--- src/rtl/lfw_pkg.sv ---
// Package: constants, types and encodings for the freeze/wake controller
`default_nettype none
package lfw_pkg;
	// ----------------------------------------------------------------
	// Service mailbox command bytes
	// ----------------------------------------------------------------
	localparam logic [7:0] LFW_CMD_FREEZE      = 8'hAE;
	localparam logic [7:0] LFW_CMD_SHUTDOWN    = 8'hE0;
	// ----------------------------------------------------------------
	// Option byte field positions
	// ----------------------------------------------------------------
	localparam int         LFW_OPT_FABRIC_BIT  = 0;
	localparam int         LFW_OPT_NVM_BIT     = 1;
	localparam int         LFW_OPT_PLL_BIT     = 2;
	// ----------------------------------------------------------------
	// Per-pin wake role encoding
	// ----------------------------------------------------------------
	localparam logic [1:0] LFW_ROLE_OFF        = 2'h0;
	localparam logic [1:0] LFW_ROLE_CHANGE     = 2'h1;
	localparam logic [1:0] LFW_ROLE_WAKE_HIGH  = 2'h2;
	localparam logic [1:0] LFW_ROLE_WAKE_LOW   = 2'h3;
	// Standby clock select and RAM policy
	localparam logic       LFW_SBY_1MHZ        = 1'b0;
	localparam logic       LFW_SBY_50MHZ       = 1'b1;
	localparam logic       LFW_RAM_SLEEP       = 1'b0;
	localparam logic       LFW_RAM_RETAIN      = 1'b1;
	// Reset value of the pin snapshot
	localparam logic       LFW_SNAP_RST        = 1'b0;
	// ----------------------------------------------------------------
	// Sequencer states
	// ----------------------------------------------------------------
	typedef enum logic [2:0] {
		LFW_IDLE,
		LFW_GET_OPT,
		LFW_ANNOUNCE,
		LFW_DISABLE,
		LFW_FROZEN,
		LFW_EXIT
	} lfw_state_e;
endpackage : lfw_pkg
`default_nettype wire

--- src/rtl/lfw_pin_if.sv ---
// Interface: pin snapshot and wake evaluation signals between top and matcher
`timescale 1ns/1ps
`default_nettype none
interface lfw_pin_if #(parameter int N = 8);
	logic [N-1:0]   pin;
	logic [2*N-1:0] role;
	logic           capture;
	logic           armed;
	logic [N-1:0]   snap;
	logic           wake;
	modport ctrl (output pin, output role, output capture, output armed, input snap, input wake);
	modport match (input pin, input role, input capture, input armed, output snap, output wake);
endinterface : lfw_pin_if
`default_nettype wire

--- src/rtl/lfw_wake_match.sv ---
// Module: per-pin snapshot and combined activity/signature wake condition
`timescale 1ns/1ps
`default_nettype none
module lfw_wake_match
	import lfw_pkg::*;
#(
	parameter int N = 8
) (
	input  wire logic clk_i,
	input  wire logic rstn_i,
	lfw_pin_if.match  pif
);
	logic [N-1:0] snap_ff;
	logic [N-1:0] act_w;
	logic [N-1:0] sig_ok_w;
	logic [N-1:0] is_sig_w;
	logic         wake_ff;
	logic         act_any_w;
	logic         sig_all_w;

	function automatic logic [1:0] role_of(input logic [2*N-1:0] r, input int i);
		role_of = r[2*i +: 2];
	endfunction

	genvar g;
	generate
		for (g = 0; g < N; g++) begin : g_pin
			// Any difference from the snapshot, either direction
			assign act_w[g]    = (role_of(pif.role, g) == LFW_ROLE_CHANGE) && (pif.pin[g] != snap_ff[g]);
			assign is_sig_w[g] = (role_of(pif.role, g) == LFW_ROLE_WAKE_HIGH) ||
			                     (role_of(pif.role, g) == LFW_ROLE_WAKE_LOW);
			// Static match level; non-signature pins count as matched
			assign sig_ok_w[g] = (role_of(pif.role, g) == LFW_ROLE_WAKE_HIGH) ? pif.pin[g] :
			                     (role_of(pif.role, g) == LFW_ROLE_WAKE_LOW)  ? ~pif.pin[g] : 1'b1;
		end
	endgenerate

	// OFF pins are excluded entirely
	assign act_any_w = |act_w;
	// An empty signature set must not wake on its own
	assign sig_all_w = (|is_sig_w) && (&sig_ok_w);

	always_ff @(posedge clk_i) begin
		if (!rstn_i) begin
			snap_ff <= {N{LFW_SNAP_RST}};
			wake_ff <= 1'b0;
		end else begin
			if (pif.capture) begin
				snap_ff <= pif.pin;
			end
			wake_ff <= pif.armed && (sig_all_w || act_any_w);
		end
	end

	assign pif.snap = snap_ff;
	assign pif.wake = wake_ff;
endmodule : lfw_wake_match
`default_nettype wire

--- src/rtl/lfw_ctrl.sv ---
// Top: freeze entry sequencer, resource disables, pin hold and wake exit control
`timescale 1ns/1ps
`default_nettype none
module lfw_ctrl
	import lfw_pkg::*;
#(
	parameter int N_PINS = 8
) (
	input  wire logic              clk_i,
	input  wire logic              rstn_i,
	// Service mailbox, request side
	input  wire logic              req_valid_i,
	input  wire logic [7:0]        req_byte_i,
	output logic                   req_abort_o,
	// Service mailbox, toward processor
	output logic                   mbx_valid_o,
	output logic [7:0]             mbx_byte_o,
	input  wire logic              mbx_ready_i,
	// Configuration
	input  wire logic              ram_policy_i,
	input  wire logic              sby_clk_sel_i,
	input  wire logic [2*N_PINS-1:0] pin_role_i,
	input  wire logic [N_PINS-1:0] pin_hold_i,
	// Pins
	input  wire logic [N_PINS-1:0] pin_in_i,
	input  wire logic [N_PINS-1:0] pin_out_i,
	input  wire logic [N_PINS-1:0] pin_oe_i,
	output logic [N_PINS-1:0]      pad_out_o,
	output logic [N_PINS-1:0]      pad_oe_o,
	// Counter wakeup
	input  wire logic              rtc_wake_i,
	input  wire logic              rtc_wake_set_i,
	output logic                   rtc_irq_sysctl_o,
	output logic                   rtc_irq_fabric_o,
	output logic                   rtc_irq_nic_o,
	// Resource controls and status
	output logic                   fabric_off_o,
	output logic                   nvm_off_o,
	output logic                   pll_off_o,
	output logic                   ram_pwr_off_o,
	output logic                   sby_clk_sel_o,
	output logic                   frozen_o,
	output logic                   busy_o,
	output logic                   wake_done_o
);
	lfw_state_e        state_ff, nxt_state;
	logic [2:0]        opt_ff;
	logic [2:0]        nxt_opt;
	logic              req_abort_ff;
	logic              mbx_valid_ff;
	logic              rtc_irq_ff;
	logic [N_PINS-1:0] pad_out_ff;
	logic [N_PINS-1:0] pad_oe_ff;
	logic              fabric_off_ff;
	logic              nvm_off_ff;
	logic              pll_off_ff;
	logic              ram_off_ff;
	logic              sby_ff;
	logic              frozen_ff;
	logic              busy_ff;
	logic              wake_done_ff;

	logic              start_w;
	logic              abort_w;
	logic              exit_w;
	logic              counter_wake_w;
	logic [N_PINS-1:0] non_wake_w;
	logic [N_PINS-1:0] nxt_pad_out;
	logic [N_PINS-1:0] nxt_pad_oe;

	lfw_pin_if #(.N(N_PINS)) pif ();

	function automatic logic is_wake_pin(input logic [2*N_PINS-1:0] r, input int i);
		is_wake_pin = (r[2*i +: 2] != LFW_ROLE_OFF);
	endfunction

	// ----------------------------------------------------------------
	// Request decode
	// ----------------------------------------------------------------
	assign start_w = req_valid_i && (req_byte_i == LFW_CMD_FREEZE) && (state_ff == LFW_IDLE);
	// Anything arriving after the option byte is refused, not queued
	assign abort_w = req_valid_i && (state_ff != LFW_IDLE) && (state_ff != LFW_GET_OPT);
	// Counter wakeup from the event or the software set bit
	assign counter_wake_w = rtc_wake_i || rtc_wake_set_i;
	assign exit_w = pif.wake || counter_wake_w;

	// ----------------------------------------------------------------
	// Sequencer
	// ----------------------------------------------------------------
	always_comb begin
		nxt_state = state_ff;
		nxt_opt   = opt_ff;
		case (state_ff)
			LFW_IDLE: begin
				if (start_w) begin
					nxt_state = LFW_GET_OPT;
				end
			end
			LFW_GET_OPT: begin
				if (req_valid_i) begin
					nxt_opt   = {req_byte_i[LFW_OPT_PLL_BIT], req_byte_i[LFW_OPT_NVM_BIT],
					             req_byte_i[LFW_OPT_FABRIC_BIT]};
					nxt_state = LFW_ANNOUNCE;
				end
			end
			LFW_ANNOUNCE: begin
				if (mbx_valid_ff && mbx_ready_i) begin
					nxt_state = LFW_DISABLE;
				end
			end
			LFW_DISABLE: begin
				nxt_state = LFW_FROZEN;
			end
			LFW_FROZEN: begin
				if (exit_w) begin
					nxt_state = LFW_EXIT;
				end
			end
			LFW_EXIT: begin
				nxt_state = LFW_IDLE;
			end
			default: begin
				nxt_state = LFW_IDLE;
			end
		endcase
	end

	// ----------------------------------------------------------------
	// Pin hold during freeze
	// ----------------------------------------------------------------
	genvar g;
	generate
		for (g = 0; g < N_PINS; g++) begin : g_pad
			assign non_wake_w[g] = !is_wake_pin(pin_role_i, g);
		end
	endgenerate
	// Non-wake hold pins freeze their last driven value, others float
	assign nxt_pad_out = (nxt_state == LFW_FROZEN) ? pad_out_ff : pin_out_i;
	assign nxt_pad_oe  = (nxt_state == LFW_FROZEN) ? (pad_oe_ff & pin_hold_i & non_wake_w) : pin_oe_i;

	// Snapshot taken while disabling, one cycle before the freeze begins
	assign pif.pin     = pin_in_i;
	assign pif.role    = pin_role_i;
	assign pif.capture = (state_ff == LFW_DISABLE);
	assign pif.armed   = (state_ff == LFW_FROZEN);

	lfw_wake_match #(.N(N_PINS)) u_match (
		.clk_i  (clk_i),
		.rstn_i (rstn_i),
		.pif    (pif)
	);

	// ----------------------------------------------------------------
	// Registers
	// ----------------------------------------------------------------
	always_ff @(posedge clk_i) begin
		if (!rstn_i) begin
			state_ff     <= LFW_IDLE;
			opt_ff       <= '0;
			req_abort_ff <= 1'b0;
			mbx_valid_ff <= 1'b0;
			rtc_irq_ff   <= 1'b0;
			pad_out_ff   <= '0;
			pad_oe_ff    <= '0;
			frozen_ff    <= 1'b0;
			busy_ff      <= 1'b0;
			wake_done_ff <= 1'b0;
		end else begin
			state_ff     <= nxt_state;
			opt_ff       <= nxt_opt;
			req_abort_ff <= abort_w;
			// Byte stays offered until the FIFO takes it
			mbx_valid_ff <= (nxt_state == LFW_ANNOUNCE);
			rtc_irq_ff   <= counter_wake_w;
			pad_out_ff   <= nxt_pad_out;
			pad_oe_ff    <= nxt_pad_oe;
			frozen_ff    <= (nxt_state == LFW_FROZEN);
			busy_ff      <= (nxt_state != LFW_IDLE);
			wake_done_ff <= (state_ff == LFW_FROZEN) && exit_w;
		end
	end

	// Resource controls: asserted from disable until exit; the standby clock select is loaded at disable and not released at exit
	always_ff @(posedge clk_i) begin
		if (!rstn_i) begin
			fabric_off_ff <= 1'b0;
			nvm_off_ff    <= 1'b0;
			pll_off_ff    <= 1'b0;
			ram_off_ff    <= 1'b0;
			sby_ff        <= LFW_SBY_1MHZ;
		end else if (nxt_state == LFW_DISABLE) begin
			fabric_off_ff <= opt_ff[LFW_OPT_FABRIC_BIT];
			nvm_off_ff    <= opt_ff[LFW_OPT_NVM_BIT];
			pll_off_ff    <= opt_ff[LFW_OPT_PLL_BIT];
			// Sleep policy drops fabric RAM supply; contents lost
			ram_off_ff    <= (ram_policy_i == LFW_RAM_SLEEP);
			sby_ff        <= sby_clk_sel_i;
		end else if (nxt_state == LFW_EXIT) begin
			// Only controls are released; no state is cleared, so exit is fast
			fabric_off_ff <= 1'b0;
			nvm_off_ff    <= 1'b0;
			pll_off_ff    <= 1'b0;
			ram_off_ff    <= 1'b0;
		end
	end

	// ----------------------------------------------------------------
	// Outputs
	// ----------------------------------------------------------------
	assign req_abort_o      = req_abort_ff;
	assign mbx_valid_o      = mbx_valid_ff;
	assign mbx_byte_o       = LFW_CMD_SHUTDOWN;
	assign rtc_irq_sysctl_o = rtc_irq_ff;
	assign rtc_irq_fabric_o = rtc_irq_ff;
	assign rtc_irq_nic_o    = rtc_irq_ff;
	assign pad_out_o        = pad_out_ff;
	assign pad_oe_o         = pad_oe_ff;
	assign fabric_off_o     = fabric_off_ff;
	assign nvm_off_o        = nvm_off_ff;
	assign pll_off_o        = pll_off_ff;
	assign ram_pwr_off_o    = ram_off_ff;
	assign sby_clk_sel_o    = sby_ff;
	assign frozen_o         = frozen_ff;
	assign busy_o           = busy_ff;
	assign wake_done_o      = wake_done_ff;
endmodule : lfw_ctrl
`default_nettype wire

--- config.mk ---
export PLATFORM = sky130hd
export DESIGN_NAME = lfw_ctrl
export DESIGN_NICKNAME = d
export VERILOG_FILES = /design/src/rtl/lfw_pkg.sv /design/src/rtl/lfw_pin_if.sv /design/src/rtl/lfw_wake_match.sv /design/src/rtl/lfw_ctrl.sv
export SDC_FILE = /design/constraint.sdc
export NUM_CORES = 1
export LEC_CHECK = 0
export BUFFER_PORTS_ARGS = -buffer_cell sky130_fd_sc_hd__buf_4
export CAP_MARGIN = 20
export CORE_UTILIZATION = 46
export CTS_BUF_LIST = sky130_fd_sc_hd__clkbuf_4 sky130_fd_sc_hd__clkbuf_8 sky130_fd_sc_hd__clkbuf_16
export CTS_CLUSTER_SIZE = 10
export DETAILED_ROUTE_END_ITERATION = 6
export PLACE_DENSITY = 0.8
export SYNTH_ARGS = -nofsm -noshare
export SYNTH_HDL_FRONTEND = slang
export SYNTH_SLANG_ARGS = --single-unit
--- constraint.sdc ---
create_clock -name clk_i -period 2.2 [get_ports clk_i]
set_clock_uncertainty 0.15 [all_clocks]
set_input_delay 0.44 -clock clk_i [delete_from_list [all_inputs] [get_ports clk_i]]
set_output_delay 0.44 -clock clk_i [all_outputs]
set_load 0.01 [all_outputs]
==> impl_metrics.ini <==
[outcome]
result_of_the_run = completed

[job]
maxCapViolCount = 0

[routing]
detail-route-antenna-nets = 0
highest_layer = met4
drt-total-wl_um = 4740
wl_per_cell_um = 12.7
drt_iter0_drc = 65
routed-wl-met2_um = 2300
wl_met3_um = 327
drt-vias-per-instance = 5.06
routedLengthMet1_um = 2050
via_count = 1888
drt-pass1-iter-count = 5
detail_route.drc_violations = 0

[worst_setup_path]
cp.required_ns = 2.27
critPathLaunchType = flop
timing.setup.critical_path_class = reg2reg
critPathMaxFanout = 16
cp.arrival_ns = 1.92
endpoint_kind = flop

[sta]
final-max-slew-violation-count = 0
final_period_minus_worst_setup_slack_ns = 1.86
timing.setup.tns_ns = 0
rsz_0062_raised_after_global_routing = no
final_hold_viols = 0
max_freq_ghz = 0.538
period_share_pct = 84.4
setup_viol_count_final = 0
holdWs_ns = 0.201

[die]
initial_core_util_pct = 47.6
pin_count = 101
dieWidth_um = 69.2
die_y_um = 69.2
dieArea_sq_um = 4780
core_sq_um = 4350
fp-row-count = 24

[synthesis]
netlist_area_pre_place_sq_um = 2070
post-synth-top-area-cell = sky130_fd_sc_hd__dfxtp_1
synth.area.top_cells = sky130_fd_sc_hd__dfxtp_1 41%, sky130_fd_sc_hd__xnor2_1 6.8%, sky130_fd_sc_hd__nand2_1 5.4%
yosys.area.top_type_share_pct = 40.5
post_synth.cell_area_avg_sq_um = 8.98
synthFlopType = sky130_fd_sc_hd__dfxtp_1
ys_ff_latch = 42
synth_seq_area_share_pct = 40.5
yosysWarningCount = 0
post_synth_most_frequent_cells = 42 x sky130_fd_sc_hd__dfxtp_1, 30 x sky130_fd_sc_hd__nand2_1, 17 x sky130_fd_sc_hd__nor2_1
yosysMostFrequentCell = sky130_fd_sc_hd__dfxtp_1
synth-edff-count = 0
syn_inst = 231
count_of_unique_library_cells_instantiated_by_yosys = 42
synth-async-reset-ratio_pct = 0

[power_and_ir_drop]
ir_drop_uv = 384
p_leak_uw = 0.00134
p_per_area_nw_per_um2 = 532
power.clock.fraction_pct = 32.5
switching_share_pct = 23.7
power.switching_uw = 358
pwr-share-seq_pct = 52.0
internal_dissipation_uw = 1150
comb_power_share_pct = 15.5

[clocking]
cts_tree = built
ctsHoldBuffers = 0
clockRootBuffer = sky130_fd_sc_hd__clkbuf_8
post_cts_repair_setup_buffers = 0
clock_path_buffers = 2
number_of_levels_in_the_clock_h_tree = 2
ctsResizeCount = 0
clk_transition_reported_paths_ns = 0.08
cts_inserted_buffers = 5
clock_latency_of_the_later_clocked_register_in_the_worst_skew_pair_ns = 0.29
cts_sink_cnt = 42

[global_routing]
first_global_vias = 1742
antenna_found_initial = 0
globalRouteTotalUtil_pct = 20.5
pin_count_of_the_biggest_net_entering_global_routing = 24
overflow = 0
grt_first_pass_wirelength_um = 7900

[layout]
drive_above_1_share_pct = 34.0
final_standard_cell_count_with_taps_included_and_fillers_excluded = 373
final_nets = 384
antenna-diode-count = 0
final_cell_area_sq_um = 2840
num-fill-cells = 401
syn_to_final_growth_pct = 36.8

[placed_design]
post_dp_cell_area_sq_um = 2750
gp_routability_congestion = 0.882
post-place-cells = 365
place.port_buffers = 92
post-dp-hpwl_um = 3640

[min_path]
worst_hold_path_type = in2reg
[critical path, cell delays in order (launching register included)]
cell and delay, ns:
sky130_fd_sc_hd__dfxtp_1 0.56, sky130_fd_sc_hd__nand3b_1 0.33, sky130_fd_sc_hd__mux2i_2 0.23, sky130_fd_sc_hd__buf_4 0.24, sky130_fd_sc_hd__nand4_1 0.11, sky130_fd_sc_hd__a21boi_1 0.15
[registers in the layout, indices dropped and copies added, names as in the netlist, 3 cells and up]
register / flops
opt_ff: 3
u_match.pif.snap: 8
pad_out_o: 8
state_ff: 3
pad_oe_o: 8
[stage by stage]
step	setup slack [ns]	total power [uW]	utilization, %
after floorplan	0.485	902	-
after global routing	0.183	1590	65.2
after global placement	0.420	1030	63.1
after CTS	0.353	1530	65.2
after detailed placement	0.371	1040	63.1
final	0.343	1510	65.2
[layer usage]
layer	global-route usage, %	vias up
li1	-	955
met3	6.58	7
met1	24.4	852
met2	34.4	74
met5	0	-
met4	7.71	0
[worst paths after layout]
check | from | end | slack, ns | cells past startpoint
worst min-delay path | rtc_wake_i | rtc_irq_fabric_o | 0.20 | 2
worst min register to register | pad_out_o[6] | pad_out_o[6] | 0.31 | 2
worst max register to register | state_ff[1] | pad_oe_o[1] | 0.34 | 5
worst max-delay path | state_ff[1] | pad_oe_o[1] | 0.34 | 5
[logic make-up after synthesis]
| family | after synthesis | share of synthesized area, % |
|---|---|---|
| multiplexers | 12 | 6.27 |
| AO/OA/AOI/OAI | 36 | 13.3 |
| AND/OR/NAND/NOR | 97 | 25.4 |
| buffers and inverters | 26 | 7.42 |
| XOR/XNOR | 16 | 6.75 |
| flip-flops | 42 | 40.5 |
| other | 2 | 0.362 |
[cells in the final DEF, fill, tap and decap left out, types with 5 or more instances in the layout]
cell type                   n
sky130_fd_sc_hd__nor2_1    17
sky130_fd_sc_hd__and3_1     7
sky130_fd_sc_hd__nand2_1   30
sky130_fd_sc_hd__nand4_1   10
sky130_fd_sc_hd__clkbuf_8   5
sky130_fd_sc_hd__dfxtp_1   42
sky130_fd_sc_hd__mux2i_1    9
sky130_fd_sc_hd__a21boi_1  10
sky130_fd_sc_hd__xnor2_1   16
sky130_fd_sc_hd__o21a_1     5
sky130_fd_sc_hd__nor2b_1   14
sky130_fd_sc_hd__buf_4     95
sky130_fd_sc_hd__inv_1      7
sky130_fd_sc_hd__conb_1     8
sky130_fd_sc_hd__a21boi_0   6
[power by group through the flow]
stage	combinational, uW	clock [uW]	sequential [uW]
finish	234	491	786
global route	251	551	789
CTS	235	508	786
detailed placement	233	0	804
global placement	230	0	803
floorplan	91.0	0	811
[cell type report]
| cell class | count | area, sq um | share of cell area [%] |
|---|---|---|---|
| repair buffers | 95 | 713 | 25.1 |
| clock inverters | 2 | 13.8 | 0.485 |
| clock buffers | 6 | 76.3 | 2.69 |
| well taps | 52 | 65.1 | 2.29 |
| inverters | 7 | 26.3 | 0.926 |
| multi-input cells | 169 | 1100 | 38.8 |
| flip-flops and latches | 42 | 841 | 29.6 |
Power figures use the tool's default switching activity.
